[src/logic/acq_regs_pkg.sv]
// Package with register map, field positions and reset values of the acquisition registers
package acq_regs_pkg;

    // ------------------------------------------------------------
    // Register byte offsets
    // ------------------------------------------------------------
    localparam logic [15:0] CHAN_CONFIG_OFF = 16'h8000;
    localparam logic [15:0] CONFIG_BIT_CLEAR_OFF = 16'h8008;
    localparam logic [15:0] BUFFER_ORGANISATION_OFF = 16'h800C;
    localparam logic [15:0] BUFFER_RELEASE_OFF = 16'h8010;
    localparam logic [15:0] FIXED_EVENT_LENGTH_OFF = 16'h8020;
    localparam logic [15:0] ACQUISITION_CONTROL_OFF = 16'h8100;
    localparam logic [15:0] ACQUISITION_STATUS_OFF = 16'h8104;
    localparam logic [15:0] SOFTWARE_TRIGGER_OFF = 16'h8108;
    localparam logic [15:0] TRIGGER_COUNT_OFF = 16'h8140;

    // ------------------------------------------------------------
    // Field positions and widths
    // ------------------------------------------------------------
    localparam int DENSE_PACKING_BIT = 11;
    localparam int CODE_W = 4;
    localparam logic [3:0] MAX_CODE = 4'hA;
    localparam int RELEASE_W = 12;
    localparam int CTRL_COUNT_ALL_BIT = 3;
    localparam int CTRL_RUN_BIT = 2;
    localparam int STAT_READY_BIT = 8;
    localparam int STAT_PLL_OK_BIT = 7;
    localparam int STAT_BYPASS_BIT = 6;
    localparam int STAT_CLK_EXT_BIT = 5;
    localparam int STAT_FULL_BIT = 4;
    localparam int STAT_EVT_READY_BIT = 3;
    localparam int STAT_RUN_BIT = 2;

    // ------------------------------------------------------------
    // Reset values and sizes in samples
    // ------------------------------------------------------------
    localparam logic [31:0] CHAN_CONFIG_RST = 32'h0000_0010;
    localparam logic [3:0] CODE_RST = 4'h0;
    localparam logic [3:0] CTRL_RST = 4'h0;
    localparam logic [4:0] PIN_SYNC_RST = 5'h02;
    localparam logic [23:0] SMALL_STD_SAMPLES = 24'h10_0000;
    localparam logic [23:0] SMALL_DENSE_SAMPLES = 24'h14_0000;
    localparam logic [23:0] LARGE_STD_SAMPLES = 24'h80_0000;
    localparam logic [23:0] LARGE_DENSE_SAMPLES = 24'hA0_0000;

    // ------------------------------------------------------------
    // Run modes and run state
    // ------------------------------------------------------------
    typedef enum logic [1:0] {
        MODE_REGISTER = 2'b00,
        MODE_SYNC_RUN = 2'b01,
        MODE_SYNC_GATE = 2'b10,
        MODE_SYNC_ONLY = 2'b11
    } run_mode_t;

    typedef enum logic [2:0] {
        ST_STOPPED = 3'b001,
        ST_ARMED = 3'b010,
        ST_RUNNING = 3'b100
    } run_state_t;

endpackage : acq_regs_pkg

[src/logic/acq_regs.sv]
// Acquisition buffer and run control register bank with an APB slave
//
// Notes on behaviour
// - Clear write zeroes config bits written one
// - Code splits buffer into 2^code blocks
// - Block size halves per code step
// - Organisation write fires a software clear
// - Release write frees first N blocks
// - Zero length disables; else locations per event
// - Control bit 3 counts accepted or all
// - Setting run starts and resets memory
// - Clearing run stops; triggers ignored while stopped
// - Two-bit field picks one of four modes
// - Register mode: run follows bit, gate open
// - Sync-run mode: sync input starts run
// - Sync-gate mode: sync input gates, no sync
// - Mode 11 only synchronises boards
// - Status bit 8 shows board ready
// - Bit 7 drops on lock loss, read restores
// - Bits 6, 5 show bypass and source
// - Bit 4 set when stored events hit maximum
// - Bit 3 set when an event is stored
// - Any software trigger write makes one trigger
`timescale 1ns/1ps

module acq_regs #(
    parameter bit LARGE_MEMORY = 1'b0,
    parameter int COUNT_W = 32
) (
    input wire logic ref_clk,
    input wire logic nrst,
    input wire logic psel,
    input wire logic penable,
    input wire logic pwrite,
    input wire logic [15:0] paddr,
    input wire logic [31:0] pwdata,
    output logic [31:0] prdata,
    output logic pready,
    output logic pslverr,
    input wire logic sync_in,
    input wire logic pll_locked,
    input wire logic adc_synced,
    input wire logic pll_bypass,
    input wire logic clk_external,
    input wire logic ext_trigger,
    input wire logic rejected_trigger,
    input wire logic [10:0] stored_events,
    output logic [31:0] chan_config,
    output logic dense_packing_mode,
    output logic [3:0] block_code,
    output logic [10:0] block_count,
    output logic [23:0] block_samples,
    output logic software_clear,
    output logic memory_reset,
    output logic release_pulse,
    output logic [11:0] release_count,
    output logic fixed_len_enable,
    output logic [31:0] locations_per_event,
    output logic running,
    output logic gate_open,
    output logic board_sync,
    output logic trigger_accepted
);

    // ------------------------------------------------------------
    // Parameter check
    // ------------------------------------------------------------
    // Counter is read back in one bus word
    if (COUNT_W < 1 || COUNT_W > 32) begin : g_count_w_check
        $error("COUNT_W must lie between 1 and 32");
    end

    // ------------------------------------------------------------
    // Helpers
    // ------------------------------------------------------------
    // Codes above the top one are clamped so the block math stays sane
    function automatic logic [3:0] clamp_code(input logic [3:0] code);
        clamp_code = (code > acq_regs_pkg::MAX_CODE) ? acq_regs_pkg::MAX_CODE : code;
    endfunction : clamp_code

    function automatic logic [23:0] base_samples(input logic dense);
        if (LARGE_MEMORY) begin
            base_samples = dense ? acq_regs_pkg::LARGE_DENSE_SAMPLES
                                 : acq_regs_pkg::LARGE_STD_SAMPLES;
        end else begin
            base_samples = dense ? acq_regs_pkg::SMALL_DENSE_SAMPLES
                                 : acq_regs_pkg::SMALL_STD_SAMPLES;
        end
    endfunction : base_samples

    // ------------------------------------------------------------
    // Pin synchronisers
    // ------------------------------------------------------------
    logic [4:0] pin_meta_reg;
    logic [4:0] pin_sync_reg;
    logic sync_prev_reg;

    // Two stages; only the second stage is read by logic
    // Lock stages reset high, else every reset would log a lock loss
    always_ff @(posedge ref_clk or negedge nrst) begin
        if (!nrst) begin
            pin_meta_reg <= acq_regs_pkg::PIN_SYNC_RST;
            pin_sync_reg <= acq_regs_pkg::PIN_SYNC_RST;
            sync_prev_reg <= 1'b0;
        end else begin
            pin_meta_reg <= {clk_external, pll_bypass, adc_synced, pll_locked, sync_in};
            pin_sync_reg <= pin_meta_reg;
            sync_prev_reg <= pin_sync_reg[0];
        end
    end

    wire sync_level = pin_sync_reg[0];
    wire sync_rise = pin_sync_reg[0] & ~sync_prev_reg;
    wire lock_now = pin_sync_reg[1];
    wire board_ready = pin_sync_reg[1] & pin_sync_reg[2];

    // ------------------------------------------------------------
    // APB decode
    // ------------------------------------------------------------
    wire access = psel & penable & pready;
    wire wr = access & pwrite;
    wire rd = access & ~pwrite;
    wire hit_cfg = (paddr == acq_regs_pkg::CHAN_CONFIG_OFF);
    wire hit_clr = (paddr == acq_regs_pkg::CONFIG_BIT_CLEAR_OFF);
    wire hit_org = (paddr == acq_regs_pkg::BUFFER_ORGANISATION_OFF);
    wire hit_rel = (paddr == acq_regs_pkg::BUFFER_RELEASE_OFF);
    wire hit_len = (paddr == acq_regs_pkg::FIXED_EVENT_LENGTH_OFF);
    wire hit_ctl = (paddr == acq_regs_pkg::ACQUISITION_CONTROL_OFF);
    wire hit_sta = (paddr == acq_regs_pkg::ACQUISITION_STATUS_OFF);
    wire hit_swt = (paddr == acq_regs_pkg::SOFTWARE_TRIGGER_OFF);
    wire hit_cnt = (paddr == acq_regs_pkg::TRIGGER_COUNT_OFF);
    wire rd_only = hit_sta | hit_cnt;
    wire wr_only = hit_clr | hit_swt;
    wire mapped = hit_cfg | hit_clr | hit_org | hit_rel | hit_len | hit_ctl | rd_only | hit_swt;
    wire bad = ~mapped | (pwrite & rd_only) | (~pwrite & wr_only);
    wire wr_ok = wr & ~bad;

    // ------------------------------------------------------------
    // Register state
    // ------------------------------------------------------------
    logic [31:0] cfg_reg;
    logic [3:0] code_reg;
    logic [11:0] release_reg;
    logic [31:0] len_reg;
    logic [3:0] ctrl_reg;
    logic pll_ok_reg;
    logic [COUNT_W-1:0] count_reg;
    acq_regs_pkg::run_state_t state_reg;
    acq_regs_pkg::run_state_t state_next;

    wire [1:0] mode_bits = ctrl_reg[1:0];
    wire run_bit = ctrl_reg[acq_regs_pkg::CTRL_RUN_BIT];
    wire count_all = ctrl_reg[acq_regs_pkg::CTRL_COUNT_ALL_BIT];

    // Configuration write and selective clear
    wire [31:0] cfg_next = (wr_ok & hit_cfg) ? pwdata
                         : (wr_ok & hit_clr) ? (cfg_reg & ~pwdata)
                         : cfg_reg;

    always_ff @(posedge ref_clk or negedge nrst) begin
        if (!nrst) begin
            cfg_reg <= acq_regs_pkg::CHAN_CONFIG_RST;
            code_reg <= acq_regs_pkg::CODE_RST;
            release_reg <= 12'h000;
            len_reg <= 32'h0000_0000;
            ctrl_reg <= acq_regs_pkg::CTRL_RST;
        end else begin
            cfg_reg <= cfg_next;
            if (wr_ok & hit_org) begin
                code_reg <= pwdata[3:0];
            end
            if (wr_ok & hit_rel) begin
                release_reg <= pwdata[11:0];
            end
            if (wr_ok & hit_len) begin
                len_reg <= pwdata;
            end
            if (wr_ok & hit_ctl) begin
                ctrl_reg <= pwdata[3:0];
            end
        end
    end

    // ------------------------------------------------------------
    // Run control
    // ------------------------------------------------------------
    // Sync-run mode waits armed until the sync input rises
    always_comb begin
        state_next = state_reg;
        case (state_reg)
            acq_regs_pkg::ST_STOPPED: begin
                if (run_bit) begin
                    if (mode_bits == acq_regs_pkg::MODE_SYNC_RUN) begin
                        state_next = acq_regs_pkg::ST_ARMED;
                    end else begin
                        state_next = acq_regs_pkg::ST_RUNNING;
                    end
                end
            end
            acq_regs_pkg::ST_ARMED: begin
                if (!run_bit) begin
                    state_next = acq_regs_pkg::ST_STOPPED;
                end else if (sync_rise) begin
                    state_next = acq_regs_pkg::ST_RUNNING;
                end
            end
            acq_regs_pkg::ST_RUNNING: begin
                if (!run_bit) begin
                    state_next = acq_regs_pkg::ST_STOPPED;
                end
            end
            default: state_next = acq_regs_pkg::ST_STOPPED;
        endcase
    end

    wire run_next = (state_next == acq_regs_pkg::ST_RUNNING);
    wire run_start = run_next & (state_reg != acq_regs_pkg::ST_RUNNING);

    // Gate is the sync level in gate mode, open otherwise
    wire gate_next = (mode_bits == acq_regs_pkg::MODE_SYNC_GATE) ? sync_level : 1'b1;

    // Sync pulse is forwarded for board alignment except in gate mode
    wire sync_next = sync_rise & (mode_bits != acq_regs_pkg::MODE_SYNC_GATE);

    // ------------------------------------------------------------
    // Triggers and counting
    // ------------------------------------------------------------
    wire sw_trig = wr_ok & hit_swt;
    wire any_trig = sw_trig | ext_trigger;
    wire accept = any_trig & running & gate_open;
    wire count_it = running & (accept | (count_all & rejected_trigger));

    always_ff @(posedge ref_clk or negedge nrst) begin
        if (!nrst) begin
            state_reg <= acq_regs_pkg::ST_STOPPED;
            count_reg <= '0;
        end else begin
            state_reg <= state_next;
            if (run_start) begin
                count_reg <= '0;
            end else if (count_it) begin
                count_reg <= count_reg + 1'b1;
            end
        end
    end

    // ------------------------------------------------------------
    // Lock flag
    // ------------------------------------------------------------
    // Loss of lock beats a restoring read in the same cycle
    // Level based: no read restores it while lock stays low
    wire pll_ok_next = !lock_now ? 1'b0 : ((rd & hit_sta) ? 1'b1 : pll_ok_reg);

    always_ff @(posedge ref_clk or negedge nrst) begin
        if (!nrst) begin
            pll_ok_reg <= 1'b1;
        end else begin
            pll_ok_reg <= pll_ok_next;
        end
    end

    // ------------------------------------------------------------
    // Status word and read mux
    // ------------------------------------------------------------
    wire [10:0] max_events = 11'(11'h001 << clamp_code(code_reg));
    wire evt_full = (stored_events >= max_events);
    wire evt_ready = (stored_events != 11'h000);

    wire [31:0] status_word = {23'h000000, board_ready, pll_ok_reg,
                               pin_sync_reg[3], pin_sync_reg[4],
                               evt_full, evt_ready, running, 2'b00};

    wire [31:0] rd_mux = hit_cfg ? cfg_reg
                       : hit_org ? {28'h0000000, code_reg}
                       : hit_rel ? {20'h00000, release_reg}
                       : hit_len ? len_reg
                       : hit_ctl ? {28'h0000000, ctrl_reg}
                       : hit_sta ? status_word
                       : hit_cnt ? 32'(count_reg)
                       : 32'h0000_0000;

    // One wait state: pready rises on the second access cycle
    wire pready_next = psel & penable & ~pready;

    always_ff @(posedge ref_clk or negedge nrst) begin
        if (!nrst) begin
            pready <= 1'b0;
            pslverr <= 1'b0;
            prdata <= 32'h0000_0000;
        end else begin
            pready <= pready_next;
            pslverr <= pready_next & bad;
            prdata <= (pready_next & ~pwrite & ~bad) ? rd_mux : 32'h0000_0000;
        end
    end

    // ------------------------------------------------------------
    // Derived outputs, all registered
    // ------------------------------------------------------------
    wire dense_next = cfg_next[acq_regs_pkg::DENSE_PACKING_BIT];
    wire [3:0] code_next = (wr_ok & hit_org) ? pwdata[3:0] : code_reg;

    always_ff @(posedge ref_clk or negedge nrst) begin
        if (!nrst) begin
            chan_config <= acq_regs_pkg::CHAN_CONFIG_RST;
            dense_packing_mode <= 1'b0;
            block_code <= acq_regs_pkg::CODE_RST;
            block_count <= 11'h001;
            block_samples <= LARGE_MEMORY ? acq_regs_pkg::LARGE_STD_SAMPLES
                                          : acq_regs_pkg::SMALL_STD_SAMPLES;
            software_clear <= 1'b0;
            memory_reset <= 1'b0;
            release_pulse <= 1'b0;
            release_count <= 12'h000;
            fixed_len_enable <= 1'b0;
            locations_per_event <= 32'h0000_0000;
            running <= 1'b0;
            gate_open <= 1'b1;
            board_sync <= 1'b0;
            trigger_accepted <= 1'b0;
        end else begin
            chan_config <= cfg_next;
            dense_packing_mode <= dense_next;
            block_code <= code_next;
            block_count <= 11'(11'h001 << clamp_code(code_next));
            block_samples <= base_samples(dense_next) >> clamp_code(code_next);
            software_clear <= wr_ok & hit_org;
            memory_reset <= run_start;
            release_pulse <= wr_ok & hit_rel;
            release_count <= (wr_ok & hit_rel) ? pwdata[11:0] : release_count;
            fixed_len_enable <= ((wr_ok & hit_len) ? pwdata : len_reg) != 32'h0000_0000;
            locations_per_event <= (wr_ok & hit_len) ? pwdata : len_reg;
            running <= run_next;
            gate_open <= gate_next;
            board_sync <= sync_next;
            trigger_accepted <= accept;
        end
    end

endmodule : acq_regs

[config.mk]
export PLATFORM = sky130hd
export DESIGN_NAME = acq_regs
export DESIGN_NICKNAME = d
export VERILOG_FILES = /design/src/logic/acq_regs_pkg.sv /design/src/logic/acq_regs.sv
export SDC_FILE = /design/constraint.sdc
export NUM_CORES = 1
export LEC_CHECK = 0
export ABC_AREA = 1
export ABC_CLOCK_PERIOD_IN_PS = 5400
export BUFFER_PORTS_ARGS = -buffer_cell sky130_fd_sc_hd__clkbuf_2
export CAP_MARGIN = 5
export CORE_MARGIN = 1
export CORE_UTILIZATION = 58
export DETAILED_ROUTE_END_ITERATION = 16
export PLACE_DENSITY = 0.83
export SLEW_MARGIN = 20
export SYNTH_ARGS = -nofsm -noshare
export SYNTH_HDL_FRONTEND = slang
export SYNTH_SLANG_ARGS = --single-unit
[constraint.sdc]
create_clock -name ref_clk -period 5.4 [get_ports ref_clk]
set_input_delay 1.08 -clock ref_clk [delete_from_list [all_inputs] [get_ports ref_clk]]
set_output_delay 1.08 -clock ref_clk [all_outputs]
set_load 0.005 [all_outputs]
Yosys cells after proc, flatten, opt, wreduce, memory -nomap -nowiden
Cells that the tools add are included.

storage, ports and cells
  bits in registers = 208
  logic and storage cells = 127

operators by class
  multiplexer cells = 26
  order comparisons = 3
  bitwise operators = 47
  add/sub/neg operators = 1
  eq/ne operators = 18
  shifts and indexed selects = 3
  reductions and logical operators = 4

operators with widths
  operator                 count
  $mux W32                 13
  $eq A16 B16 Y1 const B   9
  $add A32 B1 Y32 const B  1
  $and A32 B32 Y32         1
  $not A32 Y32             1
  $reduce_bool A32 Y1      1
  $and A1 B1 Y1            27
  $shr A21 B4 Y24          1
  $shl A1 B4 Y11 const A   2
  $mux W19                 1
  $mux W3                  5
  $or A1 B1 Y1             13
  $mux W4                  3
  $ge A11 B11 Y1           1
  $reduce_bool A11 Y1      1
  $pmux W3 S3              1
  $gt A4 B4 Y1 const B     2
  $eq A3 B3 Y1 const B     2
  $not A1 Y1               5
  $reduce_bool A2 Y1       2
  $eq A3 B1 Y1 const B     1
  $eq A3 B2 Y1 const B     1
  $mux W1                  3
  $ne A3 B3 Y1 const B     1
  other kinds (4)          4

Depth between registers and ports, before layout
Gate-level depths: netlist of the first run.

  depth in word-level cells = 21
  depth in mapped cells = 20
  mapped depth without buffers = 19

Least setup slack after synthesis of the first run
No wires, ideal clock.

  path kind = input-to-reg
  from = in paddr[15]
  to = reg fixed_len_enable
  required time = 5.281 ns
  cell stages on the path = 20
  arrival = 2.893 ns
  buffers on the path = 2
  slack = 2.388 ns
  cell sequence = inv_1 nor2_2 nand2_4 nor2_8 nand2_1 nand2_1 nor2_1 nand3_4 nand3_4 nor2_8 inv_2 buf_6 buf_6 nand2_1 o21a_1 nand2_1 nor3_2 nand2_1 nor2_1 nand2_1

between the ends
  longest elaborated chain between the ends = 16
  elaborated cells on any way between the ends = 28
  those cells by class = eq/ne (9); mux (1); bitwise (17); reduce/logical (1)

ends and longest elaborated chain
  item                               RTL line                          text
  start: declaration                 acq_regs.sv:35                    input wire logic [15:0] paddr,
  $eq A16 B16 Y1 (on tied branches)  acq_regs.sv:123, acq_regs.sv:124
  $or A1 B1 Y1 (7 in a row)          acq_regs.sv:134                   wire mapped = hit_cfg | hit_clr | hit_org | hit_rel | hit_len | hit_ctl | rd_only | hit_swt;
  $not A1 Y1                         acq_regs.sv:135                   wire bad = ~mapped | (pwrite & rd_only) | (~pwrite & wr_only);
  $or A1 B1 Y1 (2 in a row)          acq_regs.sv:135
  $not A1 Y1                         acq_regs.sv:136                   wire wr_ok = wr & ~bad;
  $and A1 B1 Y1                      acq_regs.sv:136
  $and A1 B1 Y1 *                    acq_regs.sv:331                   fixed_len_enable <= ((wr_ok & hit_len) ? pwdata : len_reg) != 32'h0000_0000;
  $mux W32 *                         acq_regs.sv:331
  $reduce_bool A32 Y1 *              acq_regs.sv:331
  end signal: assignment             acq_regs.sv:315                   fixed_len_enable <= 1'b0;
  end signal: assignment             acq_regs.sv:331
  end: declaration                   acq_regs.sv:57                    output logic fixed_len_enable,

Mark *: on every way between the ends. The rest lies on a longest branch, timed or not.
A chain may end at the register's enable or synchronous reset.

Worst setup path in the final report of the first run
  from = in paddr[6]
  to = reg count_reg[10]

between the ends
  longest elaborated chain between the ends = 20
  elaborated cells on any way between the ends = 32
  those cells by class = eq/ne (9); bitwise (22); reduce/logical (1)

ends and longest elaborated chain
  item                                   RTL line                          text
  $eq A16 B16 Y1 (on tied branches)      acq_regs.sv:123, acq_regs.sv:124
  $or A1 B1 Y1 (7 in a row)              acq_regs.sv:134
  $not A1 Y1                             acq_regs.sv:135
  $or A1 B1 Y1 (2 in a row)              acq_regs.sv:135
  $not A1 Y1                             acq_regs.sv:136
  $and A1 B1 Y1                          acq_regs.sv:136
  $and A1 B1 Y1 *                        acq_regs.sv:228                   wire sw_trig = wr_ok & hit_swt;
  $or A1 B1 Y1 *                         acq_regs.sv:229                   wire any_trig = sw_trig | ext_trigger;
  $and A1 B1 Y1 * (2 in a row)           acq_regs.sv:230                   wire accept = any_trig & running & gate_open;
  $or A1 B1 Y1 *                         acq_regs.sv:231                   wire count_it = running & (accept | (count_all & rejected_trigger));
  $and A1 B1 Y1 *                        acq_regs.sv:231
  $reduce_bool A2 Y1 (no source line) *  -
  end signal: assignment                 acq_regs.sv:242                   count_reg <= count_reg + 1'b1;
  end: declaration                       acq_regs.sv:147                   logic [COUNT_W-1:0] count_reg;

Marks and branches as above.

==> results_dict.tcl, run 1 <==
set metrics [dict create \
    core_area_um2 16100 \
    endpoint_kind "flop" \
    num_rows 46 \
    vias 9007 \
    synth_area_um2 9710 \
    cp.required_ns 5.73 \
    first_iter_violations 753 \
    cts_resized 0 \
    totalWireLength_um 28500 \
    p_clk_frac 0.438 \
    crit_type "input port to flop" \
    fmax_mhz 275 \
    drv_cap 0 \
    die_w_um 131 \
    synth_edf_count 0 \
    ios 229 \
    comb_power_share 0.039 \
    netSwitchingPower_uw 723 \
    drtPass1Iterations 5 \
    hold_viol 0 \
    numPortBuffers 222 \
    relSlewSlack 0.349 \
    final_common_cell "clkbuf_2" \
    avgSynthCellArea_um2 8.64 \
    ys_seq_area_frac 0.516 \
    syn2layout_area_growth_pct 18.9 \
    hp-class "flop to flop" \
    cp.arrival_ns 3.96 \
    critical-path-slowest-cell "o21bai_1" \
    powerDensity_nw_per_um2 249 \
    crit_family "simple AND/OR/NAND/NOR gates" \
    grt_max_degree 128 \
    postCtsHoldBufs 0 \
    drive_above_1_share 0.230 \
    grt_pass1_vias 8523 \
    cts.clk_slew.worst_paths_ns 0.08 \
    rsz0062_at_grt "false" \
    ys.flop_type "dfrtp_1" \
    leakage_uw 0.00612 \
    fin_skew_ns 0.0122 \
    grt.total_usage 0.338 \
    initial_core_util 0.603 \
    route.detailed.drc 0 \
    status "finished clean" \
    critPathMaxFanout 23 \
    async_flop_share 1.00 \
    slew_viol_final 0 \
    die_y_um 131 \
    cts_buffers 17 \
    syn-instance-count 1124 \
    antenna_found_initial 0 \
    ys_types 48 \
    avgRoutedWirePerCell_um 18.2 \
    cts_buffer_depth 2 \
    clock-sinks 200 \
    setup_viol 0 \
    cp_num_buf_inv 3 \
    htree_levels 4 \
    p_int_uw 2160 \
    fin_crit_sh 0.673 \
    worst_pin_slew_ns 0.974 \
    startpoint_type "input port" \
    clock_latency_ns 0.45 \
    via_per_inst 5.76 \
    crit_chain "clkbuf_2 > nor2_2 > nand2_1 > nor2_4 > nand2_2 > inv_4 > nor2_4 > nand3_4 > nand3_4 > o21bai_1 > nand3_1 > nand2_1 > buf_4 > nand4_1 > nor3_1 > nor2_1" \
    sequentialPowerShare 0.523 \
    slowest_delay_ns 0.34 \
    layout_common_cells "clkbuf_2, dfrtp_1, nand2_1" \
    fill_cells 1332 \
    hpwl_um 20800 \
    power_switching_share 0.251 \
    grt-ovfl-total 0 \
    antenna_cells 0 \
    cts-root-buf "clkbuf_16" \
    fin_crit_ns 3.64 \
    yosysWarningCount 0 \
    fp.dieArea_um2 17300 \
    setup-tns-final_ns 0 \
    gp_congestion 1.04 \
    whs_ns 0.341 \
    synth-seq-cells 200 \
    peakVddDrop_mv 0.225 \
    ant_nets 0 \
    cts_tree "built" \
    grt_pass1_wl_um 45300 \
    cts_setup_buffers 0 \
    nets 1418 \
]
==> final cells by class <==
type,instances,area [um2],area share
clock buffers,17,425,0.0368
repair buffers,228,1200,0.104
inverters,165,622,0.0538
flip-flops and latches,200,5010,0.434
multi-input cells,723,3870,0.335
clock inverters,15,156,0.0135
well taps,216,270,0.0234
==> stage by stage <==
step	setup WS [ns]	std cells	power, uW	utilization	instance area (um2)
global route	1.55	1564	2950	0.717	11600
global placement	1.45	1531	1650	0.679	10900
detailed placement	1.42	1531	1650	0.679	10900
CTS	1.86	1563	2880	0.715	11500
finish	1.76	1564	2880	0.717	11600
floorplan	2.39	1134	1570	-	9750
==> path summary, 6_finish.rpt <==
kind                                  from         endpoint  slack, ns  cells past startpoint
min in group asynchronous             nrst  pin_sync_reg[0]       0.60                      1
hold reg to reg            pin_meta_reg[3]  pin_sync_reg[3]       0.34                      0
setup reg to reg              state_reg[0]    count_reg[17]       2.46                      8
setup / recovery                  paddr[6]    count_reg[10]       1.76                     16
max in group asynchronous             nrst   chan_config[4]       4.02                      2
hold / removal             pin_meta_reg[3]  pin_sync_reg[3]       0.34                      0
==> cells by family (layout without fill, tap and decap cells) <==
kind of cell               Yosys count  in the layout  synth area share
AOI/OAI and AO/OA                  253            253             0.160
xor gates and xnor gates            11             11           0.00992
adders and majority gates           12             12            0.0155
buffers and inverters              211            425            0.0896
DFF                                200            200             0.516
other                                1             11          0.000386
and+or+nand+nor                    436            436             0.208
==> power groups by stage <==
stage	Combinational, uW	Clock (uW)	Sequential (uW)
4_1_cts	111	1270	1510
6_report	113	1260	1510
3_5_place_dp	111	0	1540
3_3_place_gp	109	0	1540
5_1_grt	128	1320	1510
2_1_floorplan	36.5	0	1540
==> Yosys cell counts, types with 11 or more instances <==
library cell	count	area share
a21oi_1	48	0.025
a221oi_1	20	0.018
clkbuf_1	25	0.0097
dfrtp_1	193	0.50
ha_1	12	0.015
inv_1	156	0.060
nand2_1	179	0.069
nand3_1	47	0.024
nand4_1	19	0.012
nor2_1	109	0.042
nor3_1	39	0.020
nor4_1	11	0.0071
o211ai_1	41	0.032
o21a_1	22	0.017
o21ai_0	94	0.048
xor2_1	11	0.0099
==> metal layers <==
| layer | global-route usage | vias to the layer above | routed length [um] |
|---|---|---|---|
| li1 | - | 4144 | - |
| met1 | 0.435 | 4301 | 11500 |
| met2 | 0.545 | 463 | 13500 |
| met3 | 0.0721 | 99 | 2160 |
| met4 | 0.162 | 0 | 1310 |
| met5 | 0 | - | 0 |
Power figures use the tool's default switching activity.
==> run 2, diff against run 1 <==
--- a/config.mk
+++ b/config.mk
@@ -6,13 +6,13 @@
 export NUM_CORES = 1
 export LEC_CHECK = 0
 export ABC_AREA = 1
-export ABC_CLOCK_PERIOD_IN_PS = 5400
+export ABC_CLOCK_PERIOD_IN_PS = 3800
 export BUFFER_PORTS_ARGS = -buffer_cell sky130_fd_sc_hd__clkbuf_2
 export CAP_MARGIN = 5
 export CORE_MARGIN = 1
-export CORE_UTILIZATION = 58
+export CORE_UTILIZATION = 54
 export DETAILED_ROUTE_END_ITERATION = 16
-export PLACE_DENSITY = 0.83
+export PLACE_DENSITY = 0.78
 export SLEW_MARGIN = 20
 export SYNTH_ARGS = -nofsm -noshare
 export SYNTH_HDL_FRONTEND = slang
==> constraint.sdc (replaced) <==
create_clock -name ref_clk -period 3.8 [get_ports ref_clk]
set_input_delay 0.76 -clock ref_clk [delete_from_list [all_inputs] [get_ports ref_clk]]
set_output_delay 0.76 -clock ref_clk [all_outputs]
set_load 0.005 [all_outputs]
==> run 2 against run 1 <==
Compared with the run above: register-to-register slack worse by 1.5 ns; final area up 0.82%; final cell count up 1.2%; global-route usage down 2.6 points.
==> results_dict.tcl, run 2 (synthesis gave the netlist of run 1 again) <==
set metrics [dict create \
    r2r_slack_ns 0.99 \
    holdPathEnd "pin_sync_reg[3]" \
    via_per_inst 5.61 \
    cts_tree "built" \
    htree_levels 4 \
    min_from "pin_meta_reg[3]" \
    grt_max_degree 93 \
    ant_nets 0 \
    grt-ovfl-total 0 \
    fill_cells 1440 \
    antenna_found_initial 0 \
    startpoint_type "flop" \
    grt.total_usage 0.312 \
    initial_core_util 0.558 \
    fp.dieArea_um2 18500 \
    die_y_um 136 \
    powerDensity_nw_per_um2 356 \
    antenna_cells 0 \
    cts.clk_slew.worst_paths_ns 0.07 \
    grt_use_met3 0.0720 \
    reg2reg_depth 11 \
    setup_viol 0 \
    status "finished clean" \
    drtPass1Iterations 5 \
    totalWireLength_um 27500 \
    cts_buffer_depth 2 \
    cts_setup_buffers 0 \
    num_rows 48 \
    leakage_uw 0.00617 \
    clock_latency_ns 0.44 \
    busiest_layer "met2" \
    layout.cells.non_filler 1583 \
    dpl.cell_count 1551 \
    grt_pass1_wl_um 43800 \
    drive_above_1_share 0.235 \
    syn2layout_area_growth_pct 19.9 \
    slew_viol_final 0 \
    route.detailed.drc 0 \
    postCtsHoldBufs 0 \
    drv_cap 0 \
    critPathMaxFanout 5 \
    reg2reg_to "count_reg[29]" \
    numPortBuffers 222 \
    avgRoutedWirePerCell_um 17.3 \
    die_w_um 136 \
    reg2reg_from "count_reg[2]" \
    cts-root-buf "clkbuf_16" \
    dp_slack_ns 0.573 \
    hold_viol 0 \
    ios 229 \
    p_total_uw 4150 \
    fmax_mhz 356 \
    endpoint_kind "flop" \
    gp_congestion 0.938 \
    cts_buffers 17 \
    fin_crit_ns 2.81 \
    grt_pass1_vias 8575 \
    peakVddDrop_mv 0.322 \
    vias 8887 \
    register_area_um2 5010 \
    crit_type "flop to flop" \
    rsz0062_at_grt "false" \
    multiInputGateArea_um2 3870 \
    core_area_um2 17400 \
    groute.layer.met1.usage 0.432 \
    layout_common_cells "clkbuf_2, dfrtp_1, nand2_1" \
    final_common_cell "clkbuf_2" \
    timing.final.ws_setup_ns 0.990 \
    nets 1428 \
    clock-sinks 200 \
    fin_skew_ns 0.0107 \
    worstHoldPathCells 0 \
    grt.met2_usage 0.474 \
    first_iter_violations 760 \
    cp.arrival_ns 3.19 \
    cp.required_ns 4.18 \
    cts_resized 0 \
    fin_crit_sh 0.740 \
    relSlewSlack 0.481 \
    hpwl_um 20300 \
    worst_pin_slew_ns 0.778 \
    setup-tns-final_ns 0 \
    hp-class "flop to flop" \
]
## run 2: cell count changes in the layout (fill, tap and decap cells not counted), sizes merged
| cell | before | now |
|---|---|---|
| inv | 169 | 167 |
| clkinv | 11 | 7 |
| buf | 6 | 16 |
| clkinvlp | 0 | 1 |
| clkbuf | 239 | 242 |
| bufinv | 0 | 2 |
## run 2: worst max path at each step
| stage | to | cells after the start | from |
|---|---|---|---|
| 2_1_floorplan | fixed_len_enable | 20 | paddr[15] |
| 3_3_place_gp | fixed_len_enable | 19 | paddr[6] |
| 3_5_place_dp | fixed_len_enable | 19 | paddr[8] |
| 4_1_cts | fixed_len_enable | 19 | paddr[8] |
| 5_1_grt | count_reg[31] | 11 | count_reg[0] |
| 6_report | count_reg[29] | 11 | count_reg[2] |
## run 2: layer usage
layer,vias up,share of wire
met5,-,0
met4,0,0.035
met3,64,0.091
met2,431,0.45
met1,4215,0.42
li1,4177,-
## run 2: metrics by stage
step	cell area (um2)	hold WS, ns	util
5_1_grt	11600	0.354	0.669
3_5_place_dp	11000	0.337	0.634
6_report	11600	0.351	0.669
2_1_floorplan	9750	0.331	-
3_3_place_gp	11000	0.333	0.634
4_1_cts	11600	0.353	0.669
## run 2: critical path, cell delays in order (launching register included)
cell	delay (ns)
dfrtp_1	0.38
inv_1	0.12
nor3_1	0.34
inv_1	0.13
nor2_1	0.19
inv_1	0.06
nor2_1	0.28
nand3_1	0.11
nor3_1	0.60
nand4_1	0.23
a21oi_1	0.17
o21a_1	0.13
## run 2: final cells by class
type                       count  area share
multi-input combinational    723       0.332
clock inverter                12      0.0121
sequential                   200       0.430
clock buffer                  20      0.0392
timing repair buffer         238       0.109
inverter                     165      0.0534
tap                          225      0.0242
## run 2: where the power goes
part / switching (uW) / internal [uW] / total, uW
Sequential: 3.92 / 2140 / 2140
Combinational: 106 / 49.1 / 155
Clock: 830 / 1020 / 1850
Total: 940 / 3210 / 4150
